<file path="config.mk">
export PLATFORM = sky130hd
export DESIGN_NAME = filter_coefficient_bank
export DESIGN_NICKNAME = d
export VERILOG_FILES = /design/src/hdl/coef_bank_pkg.sv /design/src/hdl/filter_coefficient_bank.sv
export SDC_FILE = /design/constraint.sdc
export NUM_CORES = 1
export LEC_CHECK = 0
export BUFFER_PORTS_ARGS = -buffer_cell sky130_fd_sc_hd__buf_4
export CAP_MARGIN = 20
export CORE_MARGIN = 2
export CORE_UTILIZATION = 50
export DETAILED_ROUTE_END_ITERATION = 12
export PLACE_DENSITY = 0.78
export RECOVER_POWER = 50
export SLEW_MARGIN = 20
export SYNTH_ARGS = -nofsm -noshare
export SYNTH_HDL_FRONTEND = slang
export SYNTH_SLANG_ARGS = --single-unit
</file>
<file path="constraint.sdc">
create_clock -name clk -period 3.4 [get_ports clk]
set_input_delay 0.34 -clock clk [delete_from_list [all_inputs] [get_ports clk]]
set_output_delay 0.34 -clock clk [all_outputs]
set_load 0.02 [all_outputs]
</file>
<file path="src/hdl/coef_bank_pkg.sv">
// Notes on behaviour
// Each coefficient is a 16-bit signed two's-complement value spanning -32768 to +32767.
// The right de-emphasis denominator tap resets to 0x53 (address 51) and 0x7E (address 52).
// The spatial attenuation coefficient resets to 0x7F (address 53) and 0xFF (address 54).
// The left high-pass first numerator tap resets to 0x39 (address 65) and 0x55 (address 66).
// The left high-pass second numerator tap resets to 0xF3 (address 67) and 0x2D (address 68).
// The left high-pass denominator tap resets to 0x53 (address 69) and 0x7E (address 70).
// Addresses 55 to 64 are read-only, read as zero, and the host must never write them.
// The high byte gives bits 15..8, the low byte bits 7..0, and filters see each byte update.
package coef_bank_pkg;

	// ----------------------------------------
	// Address space and data widths
	// ----------------------------------------
	localparam int ADDR_W = 7;
	localparam int BYTE_W = 8;
	localparam int COEF_W = 16;
	localparam int NUM_COEF = 5;

	// ----------------------------------------
	// Register offsets
	// ----------------------------------------
	localparam logic [6:0] RIGHT_DEEMPH_DEN_HIGH = 7'h33;
	localparam logic [6:0] RIGHT_DEEMPH_DEN_LOW = 7'h34;
	localparam logic [6:0] SPATIAL_ATTEN_HIGH = 7'h35;
	localparam logic [6:0] SPATIAL_ATTEN_LOW = 7'h36;
	localparam logic [6:0] RESERVED_BLOCK_A_FIRST = 7'h37;
	localparam logic [6:0] RESERVED_BLOCK_A_LAST = 7'h40;
	localparam logic [6:0] LEFT_HPF_NUM0_HIGH = 7'h41;
	localparam logic [6:0] LEFT_HPF_NUM0_LOW = 7'h42;
	localparam logic [6:0] LEFT_HPF_NUM1_HIGH = 7'h43;
	localparam logic [6:0] LEFT_HPF_NUM1_LOW = 7'h44;
	localparam logic [6:0] LEFT_HPF_DEN_HIGH = 7'h45;
	localparam logic [6:0] LEFT_HPF_DEN_LOW = 7'h46;

	// ----------------------------------------
	// Reset values
	// ----------------------------------------
	localparam logic [7:0] RIGHT_DEEMPH_DEN_HIGH_RST = 8'h53;
	localparam logic [7:0] RIGHT_DEEMPH_DEN_LOW_RST = 8'h7E;
	localparam logic [7:0] SPATIAL_ATTEN_HIGH_RST = 8'h7F;
	localparam logic [7:0] SPATIAL_ATTEN_LOW_RST = 8'hFF;
	localparam logic [7:0] RESERVED_READ_VALUE = 8'h00;
	localparam logic [7:0] LEFT_HPF_NUM0_HIGH_RST = 8'h39;
	localparam logic [7:0] LEFT_HPF_NUM0_LOW_RST = 8'h55;
	localparam logic [7:0] LEFT_HPF_NUM1_HIGH_RST = 8'hF3;
	localparam logic [7:0] LEFT_HPF_NUM1_LOW_RST = 8'h2D;
	localparam logic [7:0] LEFT_HPF_DEN_HIGH_RST = 8'h53;
	localparam logic [7:0] LEFT_HPF_DEN_LOW_RST = 8'h7E;

	// ----------------------------------------
	// Coefficient slot tables, index order of coefOut
	// ----------------------------------------
	localparam logic [6:0] SLOT_HIGH_ADDR [NUM_COEF] = '{RIGHT_DEEMPH_DEN_HIGH,
		SPATIAL_ATTEN_HIGH, LEFT_HPF_NUM0_HIGH, LEFT_HPF_NUM1_HIGH, LEFT_HPF_DEN_HIGH};
	localparam logic [6:0] SLOT_LOW_ADDR [NUM_COEF] = '{RIGHT_DEEMPH_DEN_LOW,
		SPATIAL_ATTEN_LOW, LEFT_HPF_NUM0_LOW, LEFT_HPF_NUM1_LOW, LEFT_HPF_DEN_LOW};
	localparam logic [7:0] SLOT_HIGH_RST [NUM_COEF] = '{RIGHT_DEEMPH_DEN_HIGH_RST,
		SPATIAL_ATTEN_HIGH_RST, LEFT_HPF_NUM0_HIGH_RST, LEFT_HPF_NUM1_HIGH_RST,
		LEFT_HPF_DEN_HIGH_RST};
	localparam logic [7:0] SLOT_LOW_RST [NUM_COEF] = '{RIGHT_DEEMPH_DEN_LOW_RST,
		SPATIAL_ATTEN_LOW_RST, LEFT_HPF_NUM0_LOW_RST, LEFT_HPF_NUM1_LOW_RST,
		LEFT_HPF_DEN_LOW_RST};

	// ----------------------------------------
	// Types
	// ----------------------------------------
	typedef logic signed [15:0] coef_type;

	typedef struct packed {
		logic wrEn;
		logic rdEn;
		logic [6:0] addr;
		logic [7:0] wrData;
	} reg_req_type;

	typedef struct packed {
		logic rdValid;
		logic rdHit;
		logic [7:0] rdData;
		logic rsvdWrite;
	} reg_rsp_type;

endpackage

</file>
<file path="src/hdl/filter_coefficient_bank.sv">
`timescale 1ns/1ps
module filter_coefficient_bank import coef_bank_pkg::*; #(
	parameter int SLOTS = NUM_COEF
) (
	input wire logic clk,
	input wire logic nrst,
	input wire reg_req_type regReq,
	output reg_rsp_type regRsp,
	output coef_type coefOut [SLOTS],
	output logic [SLOTS-1:0] coefUpdated
);

	// ----------------------------------------
	// Elaboration checks
	// ----------------------------------------
	if (SLOTS != NUM_COEF) begin : g_bad_slots
		$error("SLOTS must equal the number of coefficient slots in the map");
	end
	if (ADDR_W != $bits(regReq.addr)) begin : g_bad_addr_w
		$error("ADDR_W must match the request address width");
	end
	if (BYTE_W * 2 != COEF_W) begin : g_bad_coef_w
		$error("A coefficient must be exactly two register bytes wide");
	end
	if (RESERVED_BLOCK_A_FIRST > RESERVED_BLOCK_A_LAST) begin : g_bad_rsvd
		$error("Reserved window bounds are reversed");
	end

	// No slot byte may alias another slot byte or the reserved window
	for (genvar m = 0; m < SLOTS; m++) begin : g_map_check
		if (SLOT_HIGH_ADDR[m] == SLOT_LOW_ADDR[m]) begin : g_same_pair
			$error("High and low byte of a slot share one address");
		end
		if ((SLOT_HIGH_ADDR[m] >= RESERVED_BLOCK_A_FIRST)
			&& (SLOT_HIGH_ADDR[m] <= RESERVED_BLOCK_A_LAST)) begin : g_high_in_rsvd
			$error("A high byte address falls in the reserved window");
		end
		if ((SLOT_LOW_ADDR[m] >= RESERVED_BLOCK_A_FIRST)
			&& (SLOT_LOW_ADDR[m] <= RESERVED_BLOCK_A_LAST)) begin : g_low_in_rsvd
			$error("A low byte address falls in the reserved window");
		end
		for (genvar n = m + 1; n < SLOTS; n++) begin : g_pair_check
			if ((SLOT_HIGH_ADDR[m] == SLOT_HIGH_ADDR[n])
				|| (SLOT_LOW_ADDR[m] == SLOT_LOW_ADDR[n])
				|| (SLOT_HIGH_ADDR[m] == SLOT_LOW_ADDR[n])
				|| (SLOT_LOW_ADDR[m] == SLOT_HIGH_ADDR[n])) begin : g_alias
				$error("Two slots share a register address");
			end
		end
	end

	// ----------------------------------------
	// Address decode
	// ----------------------------------------
	// 0x33 right de-emphasis denominator tap, high byte (slot 0)
	// 0x34 right de-emphasis denominator tap, low byte (slot 0)
	// 0x35 spatial attenuation, high byte (slot 1)
	// 0x36 spatial attenuation, low byte (slot 1)
	// 0x37 to 0x40 reserved: reads zero, writes dropped and flagged
	// 0x41 left high-pass first numerator tap, high byte (slot 2)
	// 0x42 left high-pass first numerator tap, low byte (slot 2)
	// 0x43 left high-pass second numerator tap, high byte (slot 3)
	// 0x44 left high-pass second numerator tap, low byte (slot 3)
	// 0x45 left high-pass denominator tap, high byte (slot 4)
	// 0x46 left high-pass denominator tap, low byte (slot 4)
	// Other addresses belong to neighbouring banks: ignored, read as zero
	// Each byte write lands at once; a filter may see a half-updated pair
	logic [SLOTS-1:0] hitHigh;
	logic [SLOTS-1:0] hitLow;
	logic [SLOTS-1:0] hitAny;
	logic rsvdHit;
	logic wrRsvd;
	logic [BYTE_W-1:0] rdMux;
	logic [BYTE_W-1:0] rdChain [SLOTS+1];
	logic rdHitNow;
	coef_type coef_r [SLOTS];
	logic [SLOTS-1:0] updated_r;
	reg_rsp_type rsp_r;
	reg_rsp_type rsp_nxt;

	// Reserved window never stores anything
	assign rsvdHit = (regReq.addr >= RESERVED_BLOCK_A_FIRST)
		&& (regReq.addr <= RESERVED_BLOCK_A_LAST);
	assign wrRsvd = regReq.wrEn && rsvdHit;

	// ----------------------------------------
	// Coefficient storage, one slot per coefficient
	// ----------------------------------------
	genvar i;
	for (i = 0; i < SLOTS; i++) begin : g_slot
		logic [COEF_W-1:0] coef_nxt;

		assign hitHigh[i] = (regReq.addr == SLOT_HIGH_ADDR[i]);
		assign hitLow[i] = (regReq.addr == SLOT_LOW_ADDR[i]);
		assign hitAny[i] = hitHigh[i] || hitLow[i];

		// High byte feeds bits 15..8, low byte bits 7..0
		assign coef_nxt = {(regReq.wrEn && hitHigh[i]) ? regReq.wrData
			: coef_r[i][COEF_W-1 -: BYTE_W],
			(regReq.wrEn && hitLow[i]) ? regReq.wrData : coef_r[i][BYTE_W-1 -: BYTE_W]};

		// Reset loads the documented byte pair of each slot
		always_ff @(posedge clk or negedge nrst) begin
			if (!nrst) begin
				coef_r[i] <= {SLOT_HIGH_RST[i], SLOT_LOW_RST[i]};
				updated_r[i] <= 1'b0;
			end else begin
				coef_r[i] <= coef_nxt;
				updated_r[i] <= regReq.wrEn && hitAny[i];
			end
		end

		// Signed view for the filter datapath
		assign coefOut[i] = coef_r[i];

		// Folds this slot's addressed byte into the read chain
		assign rdChain[i+1] = rdChain[i]
			| ({BYTE_W{hitHigh[i]}} & coef_r[i][COEF_W-1 -: BYTE_W])
			| ({BYTE_W{hitLow[i]}} & coef_r[i][BYTE_W-1 -: BYTE_W]);
	end

	// ----------------------------------------
	// Read path
	// ----------------------------------------
	// Chain starts at zero; reserved and foreign addresses leave it there
	assign rdChain[0] = RESERVED_READ_VALUE;
	assign rdMux = rdChain[SLOTS];

	assign rdHitNow = (|hitAny) || rsvdHit;

	// Response is registered one cycle after the request
	always_comb begin
		rsp_nxt = '0;
		rsp_nxt.rdValid = regReq.rdEn;
		rsp_nxt.rdHit = regReq.rdEn && rdHitNow;
		rsp_nxt.rdData = regReq.rdEn ? rdMux : RESERVED_READ_VALUE;
		rsp_nxt.rsvdWrite = wrRsvd;
	end

	always_ff @(posedge clk or negedge nrst) begin
		if (!nrst) begin
			rsp_r <= '0;
		end else begin
			rsp_r <= rsp_nxt;
		end
	end

	assign regRsp = rsp_r;
	assign coefUpdated = updated_r;

endmodule

</file>
-- After elaboration in Yosys (flattened, before gate mapping)
Index checks and enable logic that the tools add are counted.
- flip-flop bits (word level): 96
- word-level logic and storage cells: 76
- magnitude comparators: 2
- equal/unequal tests: 10
- mux-type cells: 1
- bitwise logic cells: 19
- reductions and logical operators: 25
- operators by type and width (cell ; count):
    $and 8x8->8 ; 10
    $or 8x8->8 ; 9
    $eq 7x7->1 const B ; 6
    $eq 7x6->1 const B ; 4
    $logic_and 1x1->1 ; 18
    $mux 8 ; 1
    $ge 7x6->1 const B ; 1
    $le 7x7->1 const B ; 1
    $logic_or 1x1->1 ; 6
    $reduce_or 5->1 ; 1

-- Longest topological paths before layout
- depth after elaboration: 12
- gate-level depth with buffers: 6

-- Least setup slack after synthesis
Ideal clock, no wire load.
- kind: input to register
- start: input regReq[9] (netlist name)
- end: register coef_r, in the netlist coefOut[10]
- setup time: 0.125 ns
- arrival time: 1.607 ns
- data required time: 3.275 ns
- setup slack: 1.668 ns
- cell stages on the path: 5
- cells stage by stage: buf_2 > nor3b_4 > nand2_4 > nor2_4 > mux2_2
- word-level cells in the longest chain between the ends: 2
- ends and longest elaborated chain (what ; line ; text):
    start: declaration ; filter_coefficient_bank.sv:7 ; input wire reg_req_type regReq,
    $eq 7x7->1 ; filter_coefficient_bank.sv:93 ; assign hitHigh[i] = (regReq.addr == SLOT_HIGH_ADDR[i]);
    $logic_and 1x1->1 ; filter_coefficient_bank.sv:98 ; assign coef_nxt = {(regReq.wrEn && hitHigh[i]) ? regReq.wrData
    end signal: indexed assignment ; filter_coefficient_bank.sv:105 ; coef_r[i] <= {SLOT_HIGH_RST[i], SLOT_LOW_RST[i]};
    end signal: indexed assignment ; filter_coefficient_bank.sv:108 ; coef_r[i] <= coef_nxt;
    end: declaration ; filter_coefficient_bank.sv:76 ; coef_type coef_r [SLOTS];
No other way between the ends.
A chain may end at the register's enable or synchronous reset.

-- Final worst setup path
Same ends and word-level chain as after synthesis.

==> results.sh <==
export IMPL_ys_seq_elements=96
export IMPL_hp_class="in2reg"
export IMPL_crit_arrival_ns=2.55
export IMPL_path_class="in2reg"
export IMPL_pin_count=115
export IMPL_netlist_area_sq_um=4379
export IMPL_final_cells=529
export IMPL_syn_to_final_growth_pct=21.63
export IMPL_synthArstFlopShare_pct=100.0
export IMPL_whs_ns=0.2845
export IMPL_synth_nets=327
export IMPL_finalSetupViolations=0
export IMPL_leakage_nw=2.392
export IMPL_antenna_found_initial=0
export IMPL_fillers=706
export IMPL_fin_crit_sh_pct=68.03
export IMPL_grt_pass1_wl_um=17600
export IMPL_gp_congestion=0.8574
export IMPL_grt_pass1_vias=3114
export IMPL_synth_area_leaders="dfstp_2 (32%), dfrtp_1 (25%), mux2_2 (23%)"
export IMPL_clk_path_buf_depth=2
export IMPL_die_y_um=97.59
export IMPL_fmax_ghz=0.4323
export IMPL_post_cts_resized=0
export IMPL_start_util_pct=50.96
export IMPL_synth_edf_count=0
export IMPL_skew_ns=0.009710
export IMPL_start_kind="input pin"
export IMPL_end_kind="flip-flop"
export IMPL_finalMaxSlewViolations=91
export IMPL_maxSlewHeadroom_pct=-42.39
export IMPL_tns_ns=0
export IMPL_synth_top_cell_area_share_pct=31.80
export IMPL_core_sq_um=8593
export IMPL_cp_max_fo=16
export IMPL_ys_flop_type="dfstp_2"
export IMPL_regArea_sq_um=2469
export IMPL_failed_checks="max-capacitance violations, max-slew violations"
export IMPL_tightest_slew_ns=2.136
export IMPL_cts_tree="done"
export IMPL_wirelength_um=11100
export IMPL_synth_area_leader_cell="dfstp_2"
export IMPL_dp_cells=513
export IMPL_dp_final_hpwl_um=7808
export IMPL_netSwitchingPower_mw=0.7130
export IMPL_cts_max_level=3
export IMPL_multi_input_area_sq_um=1808
export IMPL_vias_per_cell=5.800
export IMPL_synth_most_common_cell="mux2_2"
export IMPL_grt_max_degree=91
export IMPL_clk_latency_ns=0.35
export IMPL_swShare_pct=28.13
export IMPL_die_area_sq_um=9523
export IMPL_cts_hold_buf=0
export IMPL_power_density_nw_per_um2=475.9
export IMPL_root_buffer="clkbuf_8"
export IMPL_hold_viol_final=0
export IMPL_synth_commonest_cells="mux2_2 (88), dfstp_2 (53), dfrtp_1 (43)"
export IMPL_first_iter_violations=109
export IMPL_die_w_um=97.59
export IMPL_yosys_warnings=0
export IMPL_rows=34
export IMPL_cts_buffers=9
export IMPL_fin_nets=435
export IMPL_yosysUniqueCellTypes=36
export IMPL_routed_via_count=3068
export IMPL_gr_total_overflow=0
export IMPL_grt_use_total_pct=23.58
export IMPL_route_antenna_remaining_nets=0
export IMPL_cap_violations=1
export IMPL_fin_util_pct=61.98
export IMPL_clockPowerShare_pct=31.0
export IMPL_drt_first_pass_iters=4
export IMPL_rsz0062_at_grt="no"
export IMPL_clk_pin_slew_ns=0.09
export IMPL_p_seq_share_pct=52.6
export IMPL_yosysSeqAreaShare_pct=56.37
export IMPL_internal_power_mw=1.822
export IMPL_power_mw=2.535
export IMPL_ir_worst_vdd_mv=0.2601
export IMPL_comb_power_share_pct=16.4
export IMPL_wl_per_cell_um=20.98
export IMPL_postCtsSetupBuffers=0
export IMPL_drive_gt1_share_pct=57.48
export IMPL_synth_area_per_cell_sq_um=14.22
export IMPL_clock_sinks=96
export IMPL_io_buffers=114
export IMPL_min_period_ns=2.313
export IMPL_syn_instance_count=308
export IMPL_cp_required_ns=3.64
export IMPL_diodes=0
export IMPL_status="complete, but fails checks"
export IMPL_drc=0
[sequential cells by signal, indices dropped and copies added, names as in the netlist]
signal and count:
coefUpdated 5, regRsp 11, coefOut 80
[power groups by stage]
stage          registers (mW)  clock network, mW  logic (mW)
4_1_cts                  1.33              0.796       0.449
6_report                 1.33              0.785       0.417
3_3_place_gp             1.35                  0       0.439
5_1_grt                  1.35              0.860       0.444
3_5_place_dp             1.35                  0       0.448
2_1_floorplan            1.44                  0       0.143
[cell usage in the layout, fill, tap and decap left out, types with 3 or more instances in the layout]
master	netlist	layout
mux2i_1	14	14
nor2_1	9	9
dfrtp_1	43	43
a22oi_1	16	16
o31a_1	7	7
clkbuf_1	2	47
dfstp_2	53	52
mux2_2	88	88
buf_4	1	69
nand2_1	4	5
o2bb2ai_1	8	8
clkbuf_8	0	11
o21ai_0	3	3
o22ai_1	7	7
nand3_2	4	4
nand3_1	5	5
[worst max-delay path, stage by stage]
cell and delay (ns):
buf_4 0.20, nor3b_1 1.06, nand2_4 0.22, nor2_4 0.35, mux2_2 0.38
[final cells by class]
cell class                 count  share of cell area, %
sequential                    96                  46.35
multi-input combinational    192                  33.94
clock buffer                  11                  2.842
timing repair buffer         117                  13.13
clock inverter                 5                  1.198
tap                          108                  2.537
[final timing paths]
| kind | startpoint | to | slack, ns | cells past startpoint |
|---|---|---|---|---|
| worst max-delay path | regReq[9] | coefOut[10] | 1.09 | 5 |
| worst min-delay path | regReq[16] | regRsp[0] | 0.28 | 2 |
| worst min register to register | coefOut[47] | coefOut[47] | 0.54 | 1 |
| min in group asynchronous | nrst | regRsp[9] | 0.60 | 1 |
| worst max register to register | coefOut[41] | regRsp[2] | 1.93 | 4 |
| max in group asynchronous | nrst | coefOut[79] | 1.55 | 1 |
[stage by stage]
step	area (sq um)	setup slack (ns)
finish	5326	1.087
detailed placement	5304	1.177
global placement	5304	1.258
global route	5326	0.9746
CTS	5519	1.542
floorplan	4379	1.668
[metal layers]
layer / track usage, % / routed length, um / vias to the layer above
met4: 7.479 / 173 / 0
li1: - / - / 1361
met3: 4.964 / 707 / 14
met2: 36.34 / 5220 / 130
met1: 33.67 / 4999 / 1563
met5: 0 / 0 / -
[cells by family after synthesis]
group / after synthesis / share of synthesized area [%]
buf+inv: 20 / 2.029
simple gates: 42 / 7.429
compound gates: 48 / 8.343
mux: 102 / 25.83
flops: 96 / 56.37
Note: power is estimated with default switching activity, not from simulation.
